### src/cca_filter_pkg.sv
// Constants and types shared by the CCA filter bandwidth control block
package cca_filter_pkg;
  localparam int unsigned CLK_HZ = 40000000;
  localparam int unsigned CLEAR_MIN_US = 128;
  localparam int unsigned CLEAR_DIV_US = 250;
  localparam int unsigned CLEAR_CYC = CLEAR_MIN_US * (CLK_HZ / 1000000);
  localparam int unsigned DIV_CYC = CLEAR_DIV_US * (CLK_HZ / 1000000);
  localparam logic [8:0] ADDR_RX_PROGRESS = 9'h01F;
  localparam logic [8:0] ADDR_CCA_CFG_PRI = 9'h103;
  localparam logic [8:0] ADDR_CCA_CFG_SEC = 9'h104;
  localparam logic [8:0] ADDR_RX_FILTER = 9'h115;
  localparam logic [8:0] ADDR_CTRL = 9'h1F0;
  localparam logic [8:0] ADDR_STATUS = 9'h1F1;
  localparam logic [7:0] CMD_ENTER_RX = 8'hB2;
  localparam logic [7:0] CMD_CCA_BEGIN = 8'hB7;
  localparam logic [7:0] CMD_CCA_HALT = 8'hB8;
  localparam logic [7:0] CMD_WIDE_FILTER = 8'hB9;
  localparam int RXW_HI = 7;
  localparam int RXW_LO = 6;
  localparam int CCAW_HI = 6;
  localparam int CCAW_LO = 5;
  localparam int MANUAL_TX_BIT = 4;
  localparam int PERIOD_HI = 2;
  localparam int PERIOD_LO = 0;
  localparam int AUTO_SW_BIT = 5;
  localparam int REVERT_PRE_BIT = 4;
  localparam logic [2:0] PERIOD_INFINITY = 3'h7;
  localparam logic [7:0] RESET_BYTE = 8'h00;
  localparam logic [1:0] IF_SEL_WIDE = 2'h2;
  localparam logic [7:0] CMD_NONE = 8'h00;

  typedef struct packed {
    logic [8:0] addr;
    logic [7:0] wdata;
    logic       wr;
    logic       rd;
  } reg_req_t;

  typedef struct packed {
    logic preamble;
    logic sfd;
    logic falsePreamble;
    logic packetEnd;
    logic timerExpired;
    logic channelBusy;
    logic diversityOn;
    logic continuousRx;
    logic irqClear;
    logic irqMask;
  } radio_ev_t;
endpackage

### src/cca_filter_bandwidth_control.sv
// CCA receive filter bandwidth selection and infinity-mode clear detection
//=============================================================
// Overview of operation
// - Entering CCA receive loads filter width from receive config bits 7:6.
// - Timer mode, auto switch set: begin command selects CCA filter width.
// - Timer mode: expiry, halt, enter-receive or reverting preamble restore width.
// - Timer mode, no preamble revert: hold width until packet ends.
// - False preamble: CCA width if auto switch in timer mode, else stored receive width.
// - Without preamble revert, a false preamble still sets width as above.
// - Period select seven enters infinity mode; assess until channel clear.
// - Infinity: interrupt after 128 us clear, stay receiving, restore filter.
// - Clear interrupt while still clear: raise again after another 128 us.
// - With diversity, interrupt needs both antennas clear, at least 250 us.
// - Infinity accepts packets; returns to CCA receive or radio-on idle.
// - Wide filter command applies primary config bits 6:5, restarts receive.
// - Intermediate frequency 200 or 300 kHz follows chosen filter width.
// - Infinity: halt, enter-receive or reverting preamble restore width.
// - Infinity without preamble revert: hold CCA width during the packet.
// - Infinity false preamble restores default; host reissues wide filter.
// - Receive progress bit 0 preamble, bit 1 delimiter; both cleared at reception end.
`timescale 1ns/1ps
module cca_filter_bandwidth_control
  import cca_filter_pkg::*;
(
  input  wire logic                     sys_clk,
  input  wire logic                     sys_rst,
  input  wire cca_filter_pkg::reg_req_t regReq,
  output logic [7:0]                    regRdata,
  input  wire logic                     cmdValid,
  input  wire logic [7:0]               cmdCode,
  input  wire cca_filter_pkg::radio_ev_t radioEvIn,
  output logic [1:0]                    filterWidth,
  output logic                          ifSelect300,
  output logic                          rxRestart,
  output logic                          ccaReceiveState,
  output logic                          infinityMode,
  output logic                          channelAssessmentIrq
);
  import cca_filter_pkg::*;

  typedef enum logic [2:0] {
    ST_IDLE = 3'b001,
    ST_CCA_RX = 3'b010,
    ST_PACKET = 3'b100
  } rx_state_t;

  //=============================================================
  // Input synchronisers
  radio_ev_t evMeta;
  radio_ev_t ev;
  always_ff @(posedge sys_clk) begin
    evMeta <= radioEvIn;
    ev <= evMeta;
  end

  //=============================================================
  // Registers
  logic [7:0] cfgPrimary;
  logic [7:0] cfgSecondary;
  logic [7:0] rxFilterCfg;
  logic [1:0] rxProgress;
  logic       timerRun;
  rx_state_t  state;
  logic [13:0] clearCnt;
  logic       irqPend;

  wire wrPri = regReq.wr && (regReq.addr == ADDR_CCA_CFG_PRI);
  wire wrSec = regReq.wr && (regReq.addr == ADDR_CCA_CFG_SEC);
  wire wrRxf = regReq.wr && (regReq.addr == ADDR_RX_FILTER);
  wire wrCtrl = regReq.wr && (regReq.addr == ADDR_CTRL);

  wire [1:0] rxWidth = rxFilterCfg[RXW_HI:RXW_LO];
  wire [1:0] ccaWidth = cfgPrimary[CCAW_HI:CCAW_LO];
  wire autoSwitch = cfgSecondary[AUTO_SW_BIT];
  wire revertPre = cfgSecondary[REVERT_PRE_BIT];
  wire infinity = cfgPrimary[PERIOD_HI:PERIOD_LO] == PERIOD_INFINITY;
  wire inCca = state == ST_CCA_RX;

  wire cmdEnter = cmdValid && cmdCode == CMD_ENTER_RX;
  wire cmdBegin = cmdValid && cmdCode == CMD_CCA_BEGIN && inCca;
  wire cmdHalt = cmdValid && cmdCode == CMD_CCA_HALT;
  wire cmdWide = cmdValid && cmdCode == CMD_WIDE_FILTER && state != ST_IDLE;

  wire preDet = ev.preamble && inCca;
  wire sfdDet = ev.sfd && state == ST_PACKET;
  wire falsePre = ev.falsePreamble && state == ST_PACKET;
  wire pktEnd = ev.packetEnd && state == ST_PACKET;
  // Expiry inside a packet must not disturb the held width
  wire timerOut = ev.timerExpired && timerRun && !infinity && inCca;

  // Clear-time threshold depends on diversity
  wire [13:0] clearNeed = ev.diversityOn ? 14'(DIV_CYC) : 14'(CLEAR_CYC);
  wire clearDone = clearCnt >= clearNeed;
  wire clearCount = infinity && inCca && !ev.channelBusy && !irqPend;
  wire [13:0] next_clearCnt = clearCount ? (clearDone ? clearCnt
                                            : clearCnt + 14'h0001)
                                          : 14'h0000;
  wire clearFire = clearCount && clearDone && !ev.irqMask;

  // Filter width priority: commands first, then events
  logic [1:0] next_width;
  always_comb begin
    next_width = filterWidth;
    if (cmdEnter || cmdHalt) begin
      next_width = rxWidth;
    end else if (cmdWide) begin
      next_width = ccaWidth;
    end else if (cmdBegin && autoSwitch && !infinity) begin
      next_width = ccaWidth;
    end else if (falsePre) begin
      next_width = (autoSwitch && !infinity) ? ccaWidth : rxWidth;
    end else if (preDet && revertPre) begin
      next_width = rxWidth;
    end else if (pktEnd && !infinity) begin
      next_width = rxWidth;
    end else if (timerOut || clearFire) begin
      next_width = rxWidth;
    end
  end

  rx_state_t next_state;
  always_comb begin
    next_state = state;
    case (state)
      ST_IDLE: begin
        if (cmdEnter) begin
          next_state = ST_CCA_RX;
        end
      end
      ST_CCA_RX: begin
        if (cmdHalt && !timerRun && !infinity) begin
          next_state = ST_CCA_RX;
        end else if (preDet) begin
          next_state = ST_PACKET;
        end
      end
      ST_PACKET: begin
        if (cmdEnter || cmdWide || falsePre) begin
          next_state = ST_CCA_RX;
        end else if (pktEnd) begin
          next_state = ev.continuousRx ? ST_CCA_RX : ST_IDLE;
        end
      end
      default: begin
        next_state = ST_IDLE;
      end
    endcase
  end

  //=============================================================
  // Sequential state
  always_ff @(posedge sys_clk) begin
    if (sys_rst) begin
      cfgPrimary <= RESET_BYTE;
      cfgSecondary <= RESET_BYTE;
      rxFilterCfg <= RESET_BYTE;
    end else begin
      if (wrPri) cfgPrimary <= regReq.wdata;
      if (wrSec) cfgSecondary <= regReq.wdata;
      if (wrRxf) rxFilterCfg <= regReq.wdata;
    end
  end

  always_ff @(posedge sys_clk) begin
    if (sys_rst) begin
      state <= ST_IDLE;
      filterWidth <= 2'h0;
      timerRun <= 1'b0;
      clearCnt <= 14'h0000;
    end else begin
      state <= next_state;
      filterWidth <= next_width;
      timerRun <= cmdBegin ? 1'b1
                : (cmdHalt || cmdEnter || timerOut || sfdDet) ? 1'b0
                : timerRun;
      clearCnt <= next_clearCnt;
    end
  end

  // Sticky irq, set wins over clear
  always_ff @(posedge sys_clk) begin
    if (sys_rst) begin
      irqPend <= 1'b0;
    end else if (clearFire) begin
      irqPend <= 1'b1;
    end else if ((wrCtrl && regReq.wdata[0]) || ev.irqClear) begin
      irqPend <= 1'b0;
    end
  end

  // Progress bits: preamble bit 0, delimiter bit 1
  always_ff @(posedge sys_clk) begin
    if (sys_rst || cmdEnter || cmdWide || pktEnd || falsePre) begin
      rxProgress <= 2'b00;
    end else begin
      if (preDet) rxProgress[0] <= 1'b1;
      if (sfdDet) rxProgress[1] <= 1'b1;
    end
  end

  //=============================================================
  // Outputs and read port
  wire [7:0] rdMux =
    (regReq.addr == ADDR_RX_PROGRESS) ? {6'h00, rxProgress} :
    (regReq.addr == ADDR_CCA_CFG_PRI) ? cfgPrimary :
    (regReq.addr == ADDR_CCA_CFG_SEC) ? cfgSecondary :
    (regReq.addr == ADDR_RX_FILTER) ? rxFilterCfg :
    (regReq.addr == ADDR_STATUS) ? {3'h0, ev.channelBusy, infinity,
                                    irqPend, filterWidth} :
    8'h00;

  always_ff @(posedge sys_clk) begin
    if (sys_rst) begin
      regRdata <= 8'h00;
      ifSelect300 <= 1'b0;
      rxRestart <= 1'b0;
      ccaReceiveState <= 1'b0;
      infinityMode <= 1'b0;
      channelAssessmentIrq <= 1'b0;
    end else begin
      regRdata <= regReq.rd ? rdMux : 8'h00;
      ifSelect300 <= next_width >= IF_SEL_WIDE;
      rxRestart <= cmdWide || cmdEnter;
      ccaReceiveState <= next_state == ST_CCA_RX;
      infinityMode <= infinity;
      channelAssessmentIrq <= irqPend;
    end
  end

  //=============================================================
  // Checks
  property p_begin_switch;
    @(posedge sys_clk) disable iff (sys_rst)
    (cmdBegin && autoSwitch && !infinity && !cmdHalt)
      |=> filterWidth == $past(ccaWidth);
  endproperty
  a_begin_switch: assert property (p_begin_switch)
    else $error("CCA width not applied on begin");

  property p_halt_restore;
    @(posedge sys_clk) disable iff (sys_rst)
    (cmdHalt || cmdEnter) |=> filterWidth == $past(rxWidth);
  endproperty
  a_halt_restore: assert property (p_halt_restore)
    else $error("Receive width not restored");

  property p_wide_restart;
    @(posedge sys_clk) disable iff (sys_rst)
    (cmdWide && !cmdHalt) |=> rxRestart && filterWidth == $past(ccaWidth);
  endproperty
  a_wide_restart: assert property (p_wide_restart)
    else $error("Wide filter not applied");

  property p_hold_packet;
    @(posedge sys_clk) disable iff (sys_rst)
    (state == ST_PACKET && !revertPre && !cmdValid && !falsePre && !pktEnd)
      |=> $stable(filterWidth);
  endproperty
  a_hold_packet: assert property (p_hold_packet)
    else $error("Width changed during packet");

  property p_irq_time;
    @(posedge sys_clk) disable iff (sys_rst)
    $rose(irqPend) |-> $past(clearCnt) >= 14'(CLEAR_CYC);
  endproperty
  a_irq_time: assert property (p_irq_time)
    else $error("Interrupt before minimum clear time");

  property p_irq_out;
    @(posedge sys_clk) disable iff (sys_rst)
    $rose(irqPend) |=> channelAssessmentIrq;
  endproperty
  a_irq_out: assert property (p_irq_out)
    else $error("Interrupt output missing");

  property p_if_follow;
    @(posedge sys_clk) disable iff (sys_rst)
    ##1 ifSelect300 == (filterWidth >= IF_SEL_WIDE);
  endproperty
  a_if_follow: assert property (p_if_follow)
    else $error("IF select mismatch");

  property p_progress_clear;
    @(posedge sys_clk) disable iff (sys_rst)
    pktEnd |=> rxProgress == 2'b00;
  endproperty
  a_progress_clear: assert property (p_progress_clear)
    else $error("Progress bits not cleared");

  property p_enter_state;
    @(posedge sys_clk) disable iff (sys_rst)
    (cmdEnter && state == ST_IDLE) |=> ccaReceiveState;
  endproperty
  a_enter_state: assert property (p_enter_state)
    else $error("CCA receive state not entered");

  property p_timer_restore;
    @(posedge sys_clk) disable iff (sys_rst)
    (timerOut && !cmdValid) |=> filterWidth == $past(rxWidth);
  endproperty
  a_timer_restore: assert property (p_timer_restore)
    else $error("Width not restored on timer expiry");

  property p_false_auto;
    @(posedge sys_clk) disable iff (sys_rst)
    (falsePre && autoSwitch && !infinity && !cmdValid)
      |=> filterWidth == $past(ccaWidth);
  endproperty
  a_false_auto: assert property (p_false_auto)
    else $error("CCA width not applied after false preamble");

  property p_false_rx;
    @(posedge sys_clk) disable iff (sys_rst)
    (falsePre && !(autoSwitch && !infinity) && !cmdValid)
      |=> filterWidth == $past(rxWidth);
  endproperty
  a_false_rx: assert property (p_false_rx)
    else $error("Receive width not applied after false preamble");

  property p_pre_revert;
    @(posedge sys_clk) disable iff (sys_rst)
    (preDet && revertPre && !cmdValid) |=> filterWidth == $past(rxWidth);
  endproperty
  a_pre_revert: assert property (p_pre_revert)
    else $error("Width not restored on preamble");

  property p_packet_end;
    @(posedge sys_clk) disable iff (sys_rst)
    (pktEnd && !infinity && !cmdValid) |=> filterWidth == $past(rxWidth);
  endproperty
  a_packet_end: assert property (p_packet_end)
    else $error("Width not restored at packet end");

  property p_clear_restore;
    @(posedge sys_clk) disable iff (sys_rst)
    (clearFire && !cmdValid) |=> irqPend && filterWidth == $past(rxWidth);
  endproperty
  a_clear_restore: assert property (p_clear_restore)
    else $error("Clear channel did not restore width");

  property p_div_time;
    @(posedge sys_clk) disable iff (sys_rst)
    ($rose(irqPend) && $past(ev.diversityOn))
      |-> $past(clearCnt) >= 14'(DIV_CYC);
  endproperty
  a_div_time: assert property (p_div_time)
    else $error("Diversity interrupt before minimum clear time");

  property p_mask_block;
    @(posedge sys_clk) disable iff (sys_rst)
    (ev.irqMask && !irqPend) |=> !irqPend;
  endproperty
  a_mask_block: assert property (p_mask_block)
    else $error("Masked interrupt raised");

  property p_restart_cause;
    @(posedge sys_clk) disable iff (sys_rst)
    rxRestart |-> $past(cmdWide) || $past(cmdEnter);
  endproperty
  a_restart_cause: assert property (p_restart_cause)
    else $error("Receive restart without command");

  property p_infinity_out;
    @(posedge sys_clk) disable iff (sys_rst)
    1'b1 |=> infinityMode == $past(infinity);
  endproperty
  a_infinity_out: assert property (p_infinity_out)
    else $error("Infinity mode output mismatch");

  property p_state_out;
    @(posedge sys_clk) disable iff (sys_rst)
    1'b1 |=> ccaReceiveState == (state == ST_CCA_RX);
  endproperty
  a_state_out: assert property (p_state_out)
    else $error("CCA receive state output mismatch");
endmodule // cca_filter_bandwidth_control

### config.mk
export PLATFORM = sky130hd
export DESIGN_NAME = cca_filter_bandwidth_control
export DESIGN_NICKNAME = d
export VERILOG_FILES = /design/src/cca_filter_pkg.sv /design/src/cca_filter_bandwidth_control.sv
export SDC_FILE = /design/constraint.sdc
export NUM_CORES = 1
export LEC_CHECK = 0
export ABC_AREA = 1
export BUFFER_PORTS_ARGS = -buffer_cell sky130_fd_sc_hd__buf_4
export CAP_MARGIN = 20
export CORE_ASPECT_RATIO = 2
export CORE_MARGIN = 2
export CORE_UTILIZATION = 25
export CTS_CLUSTER_DIAMETER = 200
export DETAILED_ROUTE_END_ITERATION = 10
export GPL_ROUTABILITY_DRIVEN = 0
export PLACE_DENSITY_LB_ADDON = 0.25
export SETUP_SLACK_MARGIN = 0.4
export SYNTH_ARGS = -nofsm -noshare
export SYNTH_HDL_FRONTEND = slang
export SYNTH_SLANG_ARGS = --single-unit
### constraint.sdc
create_clock -name sys_clk -period 2.2 [get_ports sys_clk]
set_input_delay 0.11 -clock sys_clk [delete_from_list [all_inputs] [get_ports sys_clk]]
set_output_delay 0.11 -clock sys_clk [all_outputs]
set_load 0.01 [all_outputs]
# Yosys cells after proc, flatten, opt, wreduce, memory -nomap -nowiden
# Index checks and enable logic that the tools add are counted.
[classes] n_lt_le_gt_ge=2 n_reduce_logical=51 n_mux=25 bitwise_logic=2 n_addsub=1 n_eq_ne=16
[op_table] op="9-bit equality test, second input constant" count=5
[op_table] op="8-bit equality test, second input constant" count=4
[op_table] op="1-bit logical AND" count=30
[op_table] op="8-bit 2-to-1 mux" count=3
[op_table] op="2-bit 2-to-1 mux" count=10
[op_table] op="3-bit 2-to-1 mux" count=5
[op_table] op="14-bit by 1-bit adder with 14-bit output, second input constant" count=1
[op_table] op="14-bit greater-or-equal comparator" count=1
[op_table] op="14-bit 2-to-1 mux" count=1
[op_table] op="1-bit logical OR" count=11
[op_table] op="9-bit by 5-bit equality test with 1-bit output, second input constant" count=1
[op_table] op="3-bit one-hot mux with 3 select lines" count=1
[op_table] op="3-bit by 2-bit equality test with 1-bit output, second input constant" count=2
[op_table] op="3-bit equality test, second input constant" count=2
[op_table] op="1-bit zero test" count=5
[op_table] op="5-bit 2-to-1 mux" count=1
[op_table] op="1-bit 2-to-1 mux" count=4
[op_table] op="2-bit nonzero test" count=2
[op_table] op="2-bit OR reduction" count=2
[op_table] op="3-bit by 1-bit equality test with 1-bit output, second input constant" count=1
[op_table] op="3-bit by 1-bit != test with 1-bit output, second input constant" count=1
[op_table] op="3-bit OR reduction" count=1
[op_table] op="2-bit greater-or-equal comparator, second input constant" count=1
[op_table] op="1-bit NOT" count=2
[totals] input_bits=40 output_inout_bits=15 ff_bits=80 elab_cells=134

# Longest topological paths before layout
# Gate-level depths: netlist (run 1).
[depth] ltp_word=15 ltp_mapped=16 mapped_depth_nobuf=16

# Least setup slack after synthesis (run 1)
# OpenSTA, ideal clock, no wires.
[synth_timing] kind="flip-flop to flip-flop" startpoint="reg ev[3] in the netlist's numbering" endpoint="reg clearCnt[12]" required_time_ns=2.087 synth_period_minus_slack_ns=1.816 n_path_buf=0 path_stages_with_launch=15 slack_ns=0.384 t_arrival_ns=1.703 setup_time_ns=0.113 cell_sequence="dfxtp_1 > inv_1 > ha_1 > nand2_1 > o21ai_1 > nor2_1 > nand2_4 > nor2_8 > nand2_4 > nor2_8 > nand4_2 > nor2_2 > nand2_1 > nand2_1 > nor2_1"
[synth_via] elab_chain_len=2
[synth_rtl] item="from (decl)" line="cca_filter_bandwidth_control.sv:50" source="radio_ev_t ev;"
[synth_rtl] item="from (signal assigned)" line="cca_filter_bandwidth_control.sv:53" source="ev <= evMeta;"
[synth_rtl] item="14-bit 2-to-1 mux" line="cca_filter_bandwidth_control.sv:92" source="wire [13:0] clearNeed = ev.diversityOn ? 14'(DIV_CYC) : 14'(CLEAR_CYC);"
[synth_rtl] item="14-bit greater-or-equal comparator" line="cca_filter_bandwidth_control.sv:93" source="wire clearDone = clearCnt >= clearNeed;"
[synth_rtl] item="to (signal assigned)" line="cca_filter_bandwidth_control.sv:176" source="clearCnt <= next_clearCnt;"
[synth_rtl] item="to (decl)" line="cca_filter_bandwidth_control.sv:64" source="logic [13:0] clearCnt;"
# No other way between the ends.
# A chain may end at the register's enable or synchronous reset.

# Final worst setup path (run 1)
[layout_timing] startpoint="reg clearCnt[12]" endpoint="reg clearCnt[12]"
[layout_via] elab_chain_len=1 elab_cells_between_ends=2 cone_classes="add/sub: 1; order compare: 1"
[layout_rtl] item="14-bit by 1-bit adder with 14-bit output / 14-bit greater-or-equal comparator (equally long branches)" line="cca_filter_bandwidth_control.sv:96, cca_filter_bandwidth_control.sv:93"
# Several ways; a longest one is shown, not always the timed one.

==> results of run 1 <==
[cells by family after synthesis]
kind of cell | Yosys count
flops | 80
buf+inv | 78
compound gates | 96
fa+ha+maj | 7
simple gates | 177
[sequential cells by signal (all words and copies together) (netlist names)]
register / cells
ccaReceiveState: 1
cfgPrimary: 8
cfgSecondary: 8
channelAssessmentIrq: 1
clearCnt: 14
ev: 10
evMeta: 10
filterWidth: 2
ifSelect300: 1
infinityMode: 1
irqPend: 1
regRdata: 8
rxFilterCfg: 8
rxProgress: 2
rxRestart: 1
state: 3
timerRun: 1
[metal layers]
| layer | global-route usage, % | up-vias | part of all wire [%] |
|---|---|---|---|
| met1 | 12.5 | 1412 | 38 |
| met2 | 26.3 | 61 | 57 |
| li1 | - | 1590 | - |
| met5 | 0 | - | 0 |
| met3 | 3.07 | 10 | 3.8 |
| met4 | 4.76 | 0 | 1.6 |
[how the worst max path moves through the flow]
stage / start / end / slack, ps / cells past startpoint
2_1_floorplan: clearCnt[12]$_SDFFE_PP0P_ / clearCnt[12]$_SDFFE_PP0P_ / 400 / 13
3_5_place_dp: clearCnt[12]$_SDFFE_PP0P_ / clearCnt[12]$_SDFFE_PP0P_ / 240 / 13
3_3_place_gp: clearCnt[12]$_SDFFE_PP0P_ / clearCnt[12]$_SDFFE_PP0P_ / 280 / 13
5_1_grt: clearCnt[12]$_SDFFE_PP0P_ / clearCnt[12]$_SDFFE_PP0P_ / 230 / 13
6_report: clearCnt[12]$_SDFFE_PP0P_ / clearCnt[12]$_SDFFE_PP0P_ / 370 / 13
4_1_cts: ev[3]$_DFF_P_ / clearCnt[12]$_SDFFE_PP0P_ / 370 / 16
[what timing repair did]
| item | in CTS | in global routing |
|---|---|---|
| hold endpoints to repair | 10 | 0 |
| pin swaps | 6 | 4 |
| resized for setup | 10 | 8 |
| hold buffers | 10 | 0 |
| buffers inserted | 2 | 0 |
| setup endpoints to repair | 11 | 17 |
[layout by cell type, fill, tap and decap left out, drive strengths merged, types with 2 or more instances in the layout]
| cell | netlist | layout |
|---|---|---|
| nor2 | 58 | 58 |
| inv | 69 | 71 |
| nand2 | 69 | 69 |
| a31oi | 2 | 2 |
| dlygate4sd3 | 0 | 10 |
| dfxtp | 80 | 80 |
| a21oi | 45 | 45 |
| nor4 | 3 | 3 |
| o41ai | 2 | 2 |
| nand3 | 26 | 26 |
| o21ai | 29 | 29 |
| a211oi | 10 | 10 |
| clkbuf | 6 | 10 |
| o22ai | 6 | 6 |
| nand4 | 9 | 9 |
| ha | 7 | 7 |
| nor3 | 12 | 12 |
| bufinv | 0 | 2 |
| buf | 3 | 61 |
[power groups by stage]
stage	clock, mW	combinational, mW	sequential [mW]
finish	1.67	0.169	1.49
floorplan	0	0.0619	1.52
detailed placement	0	0.151	1.52
global placement	0	0.148	1.52
CTS	1.71	0.167	1.49
global route	1.75	0.187	1.49
[layout make-up]
class                   count  area [µm²]
fillers                  1433        8810
flip-flops and latches     80        1610
clock buffers              10         239
clock inverters             6        90.1
repair buffers             71         558
well taps                 155         194
multi-input cells         280        1600
inverters                  69         262
[worst register-to-register path, stage by stage (launching register included)]
cell     delay [ps]
dfxtp_2         340
ha_1            320
nand2_4          80
o21ai_1          70
nor2_2          140
nand2_4          90
nor2_8          120
nand2_4          80
nor2_8          130
nand4_4         110
nor2_4          110
nand2_1          50
nand2_1          50
nor2_1           40
==> run_results.csv, run 1 <==
group,metric,value,unit
timing,clock_skew,8.48,ps
detailed_routing,dr.pass1.iters,4,
floorplan,io_pins,55,
detailed_routing,drc,0,
logic_synthesis,synthDistinctLibCells,34,
placement,place_inst,643,
logic_synthesis,synth_largest_area_cell,"dfxtp_1",
grt,antenna_found_initial,0,
timing,fmax,547,MHz
power_and_ir_drop,p_seq_share,44.7,%
clocking,clkSinkCount,80,
clocking,tritoncts,"done",
grt,grt_pass1_wl,14800,µm
finish,fin_nets,558,
logic_synthesis,syn-num-nets,485,
worst_hold_path,hold_path.class,"input pin to register",
logic_synthesis,syn_area,0.00340,mm²
grt,grt_max_degree,30,
finish,layout-drive-gt1-share,23.8,%
timing,hold_slack,62.6,ps
power_and_ir_drop,ir_drop,0.000410,V
floorplan,fp.dieW,86.4,µm
finish,antenna_cells,0,
setup_path,worst_path_max_delay_cell,"dfxtp_2",
power_and_ir_drop,p_int,2.59,mW
detailed_routing,wl_per_cell,13.6,µm
clocking,clock_latency,350,ps
detailed_routing,drtAntennaViolNets,0,
detailed_routing,wirelength,9140,µm
clocking,cts_made_buffers,9,
logic_synthesis,synth-edff-count,0,
floorplan,die_h,169,µm
logic_synthesis,synth_xor_area_share,0,%
run_status,status,"finished clean",
timing,worst_slack,372,ps
setup_path,reg2reg_setup_slack,370,ps
timing,drv_slew,0,
clocking,path_clk_slew,70,ps
timing,setup_viol,0,
detailed_routing,vias,3073,
setup_path,arrival,2070,ps
timing,relSlewSlack,57.5,%
timing,finalSetupTns,0,ps
clocking,clockBufferDepth,2,
logic_synthesis,ys_ff_latch,80,
setup_path,crit_chain,"ha_1 -> nand2_4 -> o21ai_1 -> nor2_2 -> nand2_4 -> nor2_8 -> nand2_4 -> nor2_8 -> nand4_4 -> nor2_4 -> nand2_1 -> nand2_1 -> nor2_1",
power_and_ir_drop,p_clk_share,50.2,%
logic_synthesis,synthAdderAreaFrac,2.58,%
setup_path,endpoint_kind,"register",
floorplan,dieArea,0.0146,mm²
power_and_ir_drop,p_comb_share,5.1,%
setup_path,path_class,"register to register",
setup_path,startpoint_type,"register",
timing,rsz0062_at_grt,"true",
logic_synthesis,synth-compound-area-share,16.1,%
placement,pre_cts_ws,240,ps
setup_path,cp_common_cell,"nand2_4",
power_and_ir_drop,p_per_area,730,mW/mm²
setup_path,r2r_end,"clearCnt[12]$_SDFFE_PP0P_",
placement,place_hpwl,7080,µm
logic_synthesis,async_flop_share,0,%
logic_synthesis,synth_common_cells,"dfxtp_1 (80), nand2_1 (65), inv_1 (62)",
timing,tightestPinTransition,635,ps
logic_synthesis,yosys-mux-area-fraction,0,%
setup_path,timing.rr.start,"clearCnt[12]$_SDFFE_PP0P_",
logic_synthesis,synth_most_common_cell,"dfxtp_1",
placement,port_buffers,54,
detailed_routing,vias_per_cell,4.58,
job,cap_viol_max_count,0,
power_and_ir_drop,leakagePower,1.87,nW
finish,fin_area,0.00455,mm²
grt,grt_use_total,13.2,%
grt,grt_pass1_vias,3176,
logic_synthesis,ys.flop_type,"dfxtp_1",
clocking,cts-root-buf,"clkbuf_16",
power_and_ir_drop,p_sw,733,µW
placement,placed_area,0.00405,mm²
setup_path,r2r_cells,13,
timing,min_period_over_period,83.1,%
worst_hold_path,hold_path_startpoint,"regReq[4]",
logic_synthesis,synth_top_family_by_area,"simple AND/OR/NAND/NOR gates",
logic_synthesis,ys_seq_area_share,47.1,%
floorplan,initial_core_util,25.4,%
setup_path,critPathMaxStageDelay,340,ps
timing,hold_viol,0,
worst_hold_path,min_to,"cfgSecondary[2]$_SDFFE_PP0P_",
setup_path,cp.required,2440,ps
logic_synthesis,syn_inst,438,
logic_synthesis,ys_top_cells_by_area,"dfxtp_1 (47%), nand2_1 (7.2%), inv_1 (6.9%)",
floorplan,core_region_area,0.0134,mm²
logic_synthesis,ys.warnings.count,0,
logic_synthesis,synthDominantCellAreaShare,47.1,%
clocking,htree_levels,3,
timing,post-route-min-period,1830,ps
finish,layout.cells.non_filler,671,
setup_path,critical_path.max_fanout,5,
logic_synthesis,syn_avg_cell_area,7.76,µm²
logic_synthesis,synthSimpleGateAreaFrac,25.4,%
finish,utilization,34.1,%
worst_hold_path,worst_hold_path.num_cells,3,
setup_path,crit_family,"simple AND/OR/NAND/NOR gates",
finish,area_growth,34.0,%
power_and_ir_drop,total_power,3.32,mW
setup_path,cp_num_buf_inv,0,
floorplan,std_cell_rows,60,
grt,grt-ovfl-total,0,
detailed_routing,drt_iter0_markers,96,
power_and_ir_drop,switching_share,22.1,%
(Power assumes the default switching activity.)
==> run 2, diff against run 1 <==
==> constraint.sdc (replaced) <==
create_clock -name sys_clk -period 1.7 [get_ports sys_clk]
set_input_delay 0.085 -clock sys_clk [delete_from_list [all_inputs] [get_ports sys_clk]]
set_output_delay 0.085 -clock sys_clk [all_outputs]
set_load 0.01 [all_outputs]
==> run 2 against run 1 <==
The flow now finishes with violations (negative setup slack). Routed wire length grew 5.5%. Die area unchanged. Cell count up 4.3%. Sequential power rose by 30%. Global-route usage increased by 0.66 points. Flip-flop and latch count unchanged. Critical path depth is 3 higher. Highest routed layer unchanged.
==> run_results.csv, run 2 (synthesized netlist as in run 1, its figures left out) <==
group,metric,value,unit
timing,clock_skew,7.35,ps
finish,fin_area,0.00495,mm²
timing,worst_slack,-140,ps
finish,largestRegisters,"clearCnt (14), evMeta (10), ev (10)",
detailed_routing,wirelength,9640,µm
detailed_routing,drt_iter0_markers,79,
floorplan,die_h,169,µm
timing,tightestPinTransition,408,ps
grt,grt_pass1_vias,3397,
clocking,clockBufferDepth,2,
detailed_routing,wl_met1,3480,µm
detailed_routing,drc,0,
clocking,htree_levels,3,
setup_path,endpoint_kind,"register",
grt,grt-ovfl-total,0,
clocking,cts_made_buffers,9,
power_and_ir_drop,ir_drop,0.000456,V
finish,final_cell_mix,"buf_4 (82), dfxtp_1 (75), inv_1 (53), nand2_1 (53), nor2_1 (47)",
finish,final_common_cell,"buf_4",
run_status,status,"complete, but fails checks",
clocking,clock_latency,330,ps
floorplan,core_region_area,0.0134,mm²
clocking,clkSinkCount,80,
setup_path,path_class,"register to register",
job,cap_viol_max_count,0,
finish,antenna_cells,0,
detailed_routing,dr.pass1.iters,4,
timing,min_period_over_period,108,%
power_and_ir_drop,total_power,4.12,mW
finish,n_fill_cell,1422,
detailed_routing,vias,3244,
grt,grt_pass1_wl,15900,µm
finish,layout-drive-gt1-share,34.5,%
run_status,violations,"negative setup slack",
timing,relSlewSlack,72.4,%
detailed_routing,met3WireLength,350,µm
finish,largest_reg_flops,14,
clocking,cts-root-buf,"clkbuf_16",
floorplan,io_pins,55,
finish,fin_nets,587,
floorplan,dieArea,0.0146,mm²
placement,port_buffers,54,
floorplan,initial_core_util,25.4,%
timing,hold_viol,0,
detailed_routing,vias_per_cell,4.63,
grt,grt_max_degree,18,
timing,rsz0062_at_grt,"true",
timing,setup_viol,15,
timing,fmax,543,MHz
clocking,tritoncts,"done",
timing,post-route-min-period,1840,ps
setup_path,critical_path.max_fanout,3,
floorplan,fp.dieW,86.4,µm
placement,pre_cts_ws,-218,ps
placement,placed_area,0.00421,mm²
detailed_routing,wl_per_cell,13.8,µm
timing,drv_slew,0,
setup_path,startpoint_type,"register",
detailed_routing,drtAntennaViolNets,0,
grt,grt_use_total,13.9,%
worst_hold_path,hold_path.class,"input pin to register",
finish,largest-register,"clearCnt",
power_and_ir_drop,leakagePower,2.03,nW
floorplan,std_cell_rows,60,
power_and_ir_drop,p_per_area,832,mW/mm²
detailed_routing,wl_met2,5550,µm
setup_path,arrival,2070,ps
clocking,path_clk_slew,60,ps
grt,antenna_found_initial,0,
finish,area_growth,45.7,%
detailed_routing,top_layer,"met4",
placement,place_hpwl,7460,µm
setup_path,cp.required,1930,ps
-- run 2: cell types whose count changed in the layout (fill, tap and decap cells not counted), sizes merged --
cell,previous run,this run
inv,71,69
clkinv,1,4
clkbuf,10,9
bufinv,2,1
clkinvlp,1,2
buf,61,90
-- run 2: what timing repair did --
action	CTS	global route
hold endpoints to repair	10	0
gates cloned	0	0
setup buffers	5	5
endpoints found under the setup margin	24	33
pin swaps	17	11
hold buffers	10	0
gates resized for setup	39	40
-- run 2: where the power goes --
part / internal (mW) / switching [mW]
Combinational: 0.140 / 0.131
Clock: 1.14 / 0.785
Sequential: 1.91 / 0.0184
Total: 3.18 / 0.934
-- run 2: worst max-delay path: stages (launching register included) --
cell     delay [ps]
dfxtp_4         400
inv_6            50
ha_4            280
nand2_4          50
inv_2            50
nand2_1          50
nor2_1          100
nand2_1          90
nand2_4         110
nor2_8           50
buf_4           150
nand2_2          70
inv_2            50
nand2_2          50
inv_2            40
o21ai_2         100
a21oi_1          40
-- run 2: per-stage QoR --
stage	cells	hold slack (ps)	TNS (ps)	util, %
final	700	41.4	-1300	37.0
after global routing	700	46.2	-3630	37.0
after CTS	695	38.0	-1070	35.8
after detailed placement	664	191	-1860	31.5
after global placement	664	190	-1290	31.5
after floorplan	438	113	-171	-
-- run 2: routing by layer --
layer,vias to the layer above,GRT usage [%]
met5,-,0
met4,0,4.82
met3,16,2.73
met2,72,27.4
met1,1506,13.8
li1,1650,-
-- run 2: final timing paths --
check / depth (start not counted) / slack (ps) / startpoint / to
setup / recovery: 16 / -140 / ev[3]$_DFF_P_ / clearCnt[7]$_SDFFE_PP0P_
hold / removal: 3 / 40 / regReq[0] / regRdata[0]$_SDFF_PP0_
hold reg to reg: 0 / 330 / evMeta[9]$_DFF_P_ / ev[9]$_DFF_P_
setup reg to reg: 16 / -140 / ev[3]$_DFF_P_ / clearCnt[7]$_SDFFE_PP0P_
-- run 2: area by class of cell --
class,instances,area [µm²],area share [%]
clock buffer,9,225,4.55
clock inverter,7,72.6,1.47
inverter,69,267,5.38
multi-input combinational,280,1770,35.8
sequential,80,1610,32.6
tap,155,194,3.92
timing repair buffer,100,806,16.3
==> run 3, diff against run 2 <==
--- a/config.mk
+++ b/config.mk
@@ -5,7 +5,7 @@
 export SDC_FILE = /design/constraint.sdc
 export NUM_CORES = 1
 export LEC_CHECK = 0
-export ABC_AREA = 1
+export ABC_AREA = 0
 export BUFFER_PORTS_ARGS = -buffer_cell sky130_fd_sc_hd__buf_4
 export CAP_MARGIN = 20
 export CORE_ASPECT_RATIO = 2
==> run 3 against run 2 <==
Final area up 13%. The run ends with design-rule violations, negative setup slack left. Non-clock buffer count grew 41. Routed wire length increased by 14%. Highest routed layer unchanged. Via count up 3.3%. Largest power group is now clock. Critical endpoint is now clearCnt[12]$_SDFFE_PP0P_. Cell count shrank 3.1%. Die area is essentially flat.
==> run_results.csv, run 3 <==
group,metric,value,unit
run_status,status,"complete, but fails checks",
run_status,violations,"design-rule violations, negative setup slack",
floorplan,dieArea,0.0146,mm²
detailed_routing,drt_iter0_markers,166,
finish,largest-register,"clearCnt",
logic_synthesis,synth-edff-count,0,
setup_path,timing.rr.start,"ev[3]$_DFF_P_",
setup_path,reg2reg_setup_slack,-370,ps
grt,grt_pass1_wl,17400,µm
timing,rsz0062_at_grt,"true",
clocking,htree_levels,3,
timing,hold_viol,0,
finish,fin_nets,565,
timing,min_period_over_period,122,%
power_and_ir_drop,leakagePower,1.99,nW
timing,setup_viol,20,
power_and_ir_drop,total_power,4.27,mW
timing,tightestPinTransition,414,ps
clocking,clockBufferDepth,2,
setup_path,worstSetupEndpoint,"clearCnt[12]$_SDFFE_PP0P_",
logic_synthesis,syn_avg_cell_area,8.86,µm²
detailed_routing,dr.pass1.iters,7,
detailed_routing,vias,3352,
finish,final_common_cell,"buf_4",
power_and_ir_drop,ir_drop,0.000359,V
logic_synthesis,synth_most_common_cell,"dfxtp_1",
logic_synthesis,syn-num-nets,430,
setup_path,endpoint_kind,"register",
finish,area_growth,64.2,%
placement,place_hpwl,8220,µm
grt,grt_pass1_vias,3485,
logic_synthesis,ys_ff_latch,80,
logic_synthesis,ys_seq_area_share,47.2,%
setup_path,cp.required,1970,ps
placement,port_buffers,54,
logic_synthesis,ys.flop_type,"dfxtp_1",
finish,largestRegisters,"clearCnt (14), evMeta (10), ev (10)",
timing,hold_slack,33.9,ps
finish,layout-drive-gt1-share,44.4,%
worst_hold_path,hold_path.class,"input pin to register",
floorplan,std_cell_rows,60,
placement,pre_cts_ws,-372,ps
clocking,tritoncts,"done",
setup_path,critical_path.max_fanout,4,
clocking,clkSinkCount,80,
setup_path,startpoint_type,"register",
setup_path,path_class,"register to register",
timing,relSlewSlack,72.4,%
timing,finalSetupTns,-5250,ps
clocking,clock_latency,330,ps
setup_path,crit_start,"ev[3]$_DFF_P_",
logic_synthesis,ys.warnings.count,0,
grt,grt-ovfl-total,0,
logic_synthesis,syn_area,0.00339,mm²
setup_path,r2r_cells,8,
detailed_routing,vias_per_cell,4.94,
timing,drv_slew,0,
logic_synthesis,synth_common_cells,"dfxtp_1 (80), nand2_1 (48), a21oi_1 (46)",
finish,final_cell_mix,"buf_4 (111), dfxtp_1 (74), nand2_1 (43)",
timing,fmax,482,MHz
detailed_routing,wl_per_cell,16.2,µm
floorplan,fp.dieW,86.4,µm
placement,place_inst,639,
clocking,cts-root-buf,"clkbuf_16",
floorplan,initial_core_util,25.4,%
timing,clock_skew,9.09,ps
logic_synthesis,async_flop_share,0,%
grt,antenna_found_initial,0,
clocking,cts_made_buffers,9,
timing,worst_slack,-374,ps
floorplan,core_region_area,0.0134,mm²
power_and_ir_drop,p_per_area,765,mW/mm²
clocking,path_clk_slew,70,ps
floorplan,io_pins,55,
logic_synthesis,ys_top_cells_by_area,"dfxtp_1 (47%), a21oi_1 (6.8%), nand3_1 (5.8%)",
detailed_routing,drtAntennaViolNets,0,
job,cap_viol_max_count,0,
logic_synthesis,synthDistinctLibCells,58,
worst_hold_path,worst_hold_path.num_cells,3,
floorplan,die_h,169,µm
timing,post-route-min-period,2070,ps
finish,layout.cells.non_filler,678,
setup_path,r2r_end,"clearCnt[12]$_SDFFE_PP0P_",
detailed_routing,drc,1,
finish,antenna_cells,0,
logic_synthesis,syn_inst,383,
logic_synthesis,synthDominantCellAreaShare,47.2,%
detailed_routing,wirelength,11000,µm
grt,grt_use_total,15.5,%
finish,largest_reg_flops,14,
logic_synthesis,synth_largest_area_cell,"dfxtp_1",
setup_path,arrival,2340,ps
grt,grt_max_degree,29,
[run 3: cell count changes in the layout (fill, tap and decap cells not counted), moves of 7 or more]
cell      change
o21ai_0       -7
a211oi_1      -8
xnor2_1      +11
nor2_1       -27
inv_2        -14
nand2_1      -10
buf_4        +29
nand3_2      +13
inv_1        -45
o21ai_1      -11
buf_6         +7
[run 3: worst min path at each step]
stage / from / endpoint / slack, ps
2_1_floorplan: radioEvIn[0] / evMeta[0]$_DFF_P_ / 110
3_3_place_gp: radioEvIn[5] / evMeta[5]$_DFF_P_ / 190
3_5_place_dp: radioEvIn[6] / evMeta[6]$_DFF_P_ / 190
4_1_cts: sys_rst / timerRun$_SDFFE_PP0P_ / 20
5_1_grt: regReq[6] / cfgPrimary[4]$_SDFFE_PP0P_ / 30
6_report: regReq[4] / cfgPrimary[2]$_SDFFE_PP0P_ / 30
[run 3: through the flow]
stage / utilization (%) / instance area, µm²
after global placement: 35.6 / 4760
final: 41.7 / 5570
after floorplan: - / 3760
after CTS: 39.9 / 5330
after global routing: 41.7 / 5570
after detailed placement: 35.6 / 4760
[run 3: kinds of logic after synthesis]
family,Yosys count,share of synthesized area (%)
and+or+nand+nor,176,28.3
AOI/OAI and AO/OA,81,15.4
DFF,80,47.2
buffers and inverters,26,3.13
xor gates and xnor gates,12,3.10
adders and majority gates,7,2.58
muxes,1,0.295
[run 3: power breakdown]
part | switching [mW] | internal, mW | total, mW
Sequential | 0.0151 | 1.90 | 1.91
Combinational | 0.114 | 0.125 | 0.239
Clock | 0.811 | 1.30 | 2.12
[run 3: final cells by class]
cell class	instances	area, µm²
sequential	80	1620
clock inverter	7	101
tap	155	194
clock buffer	9	225
inverter	9	36.3
timing repair buffer	141	1200
multi-input combinational	277	2200
fill	1322	7790
[run 3: critical path: stages (launching register included)]
cell	delay, ps
dfxtp_4	370
inv_4	50
ha_4	150
or3b_1	390
o22ai_2	170
a21oi_4	110
nand4b_1	240
or3_1	380
a21oi_2	140
[run 3: per-layer routing]
layer / vias up / GRT usage (%) / part of all wire, %
met2: 69 / 29.7 / 59
met4: 0 / 8.29 / 3.6
met1: 1596 / 15.2 / 34
li1: 1667 / - / -
met3: 20 / 2.44 / 3.0
met5: - / 0 / 0
[run 3: repair_timing]
action | 4_1_cts | 5_1_grt
setup buffers | 4 | 9
resized for setup | 28 | 37
pin swaps | 19 | 24
setup endpoints to repair | 26 | 44
hold buffers | 10 | 0
hold endpoints to repair | 10 | 0
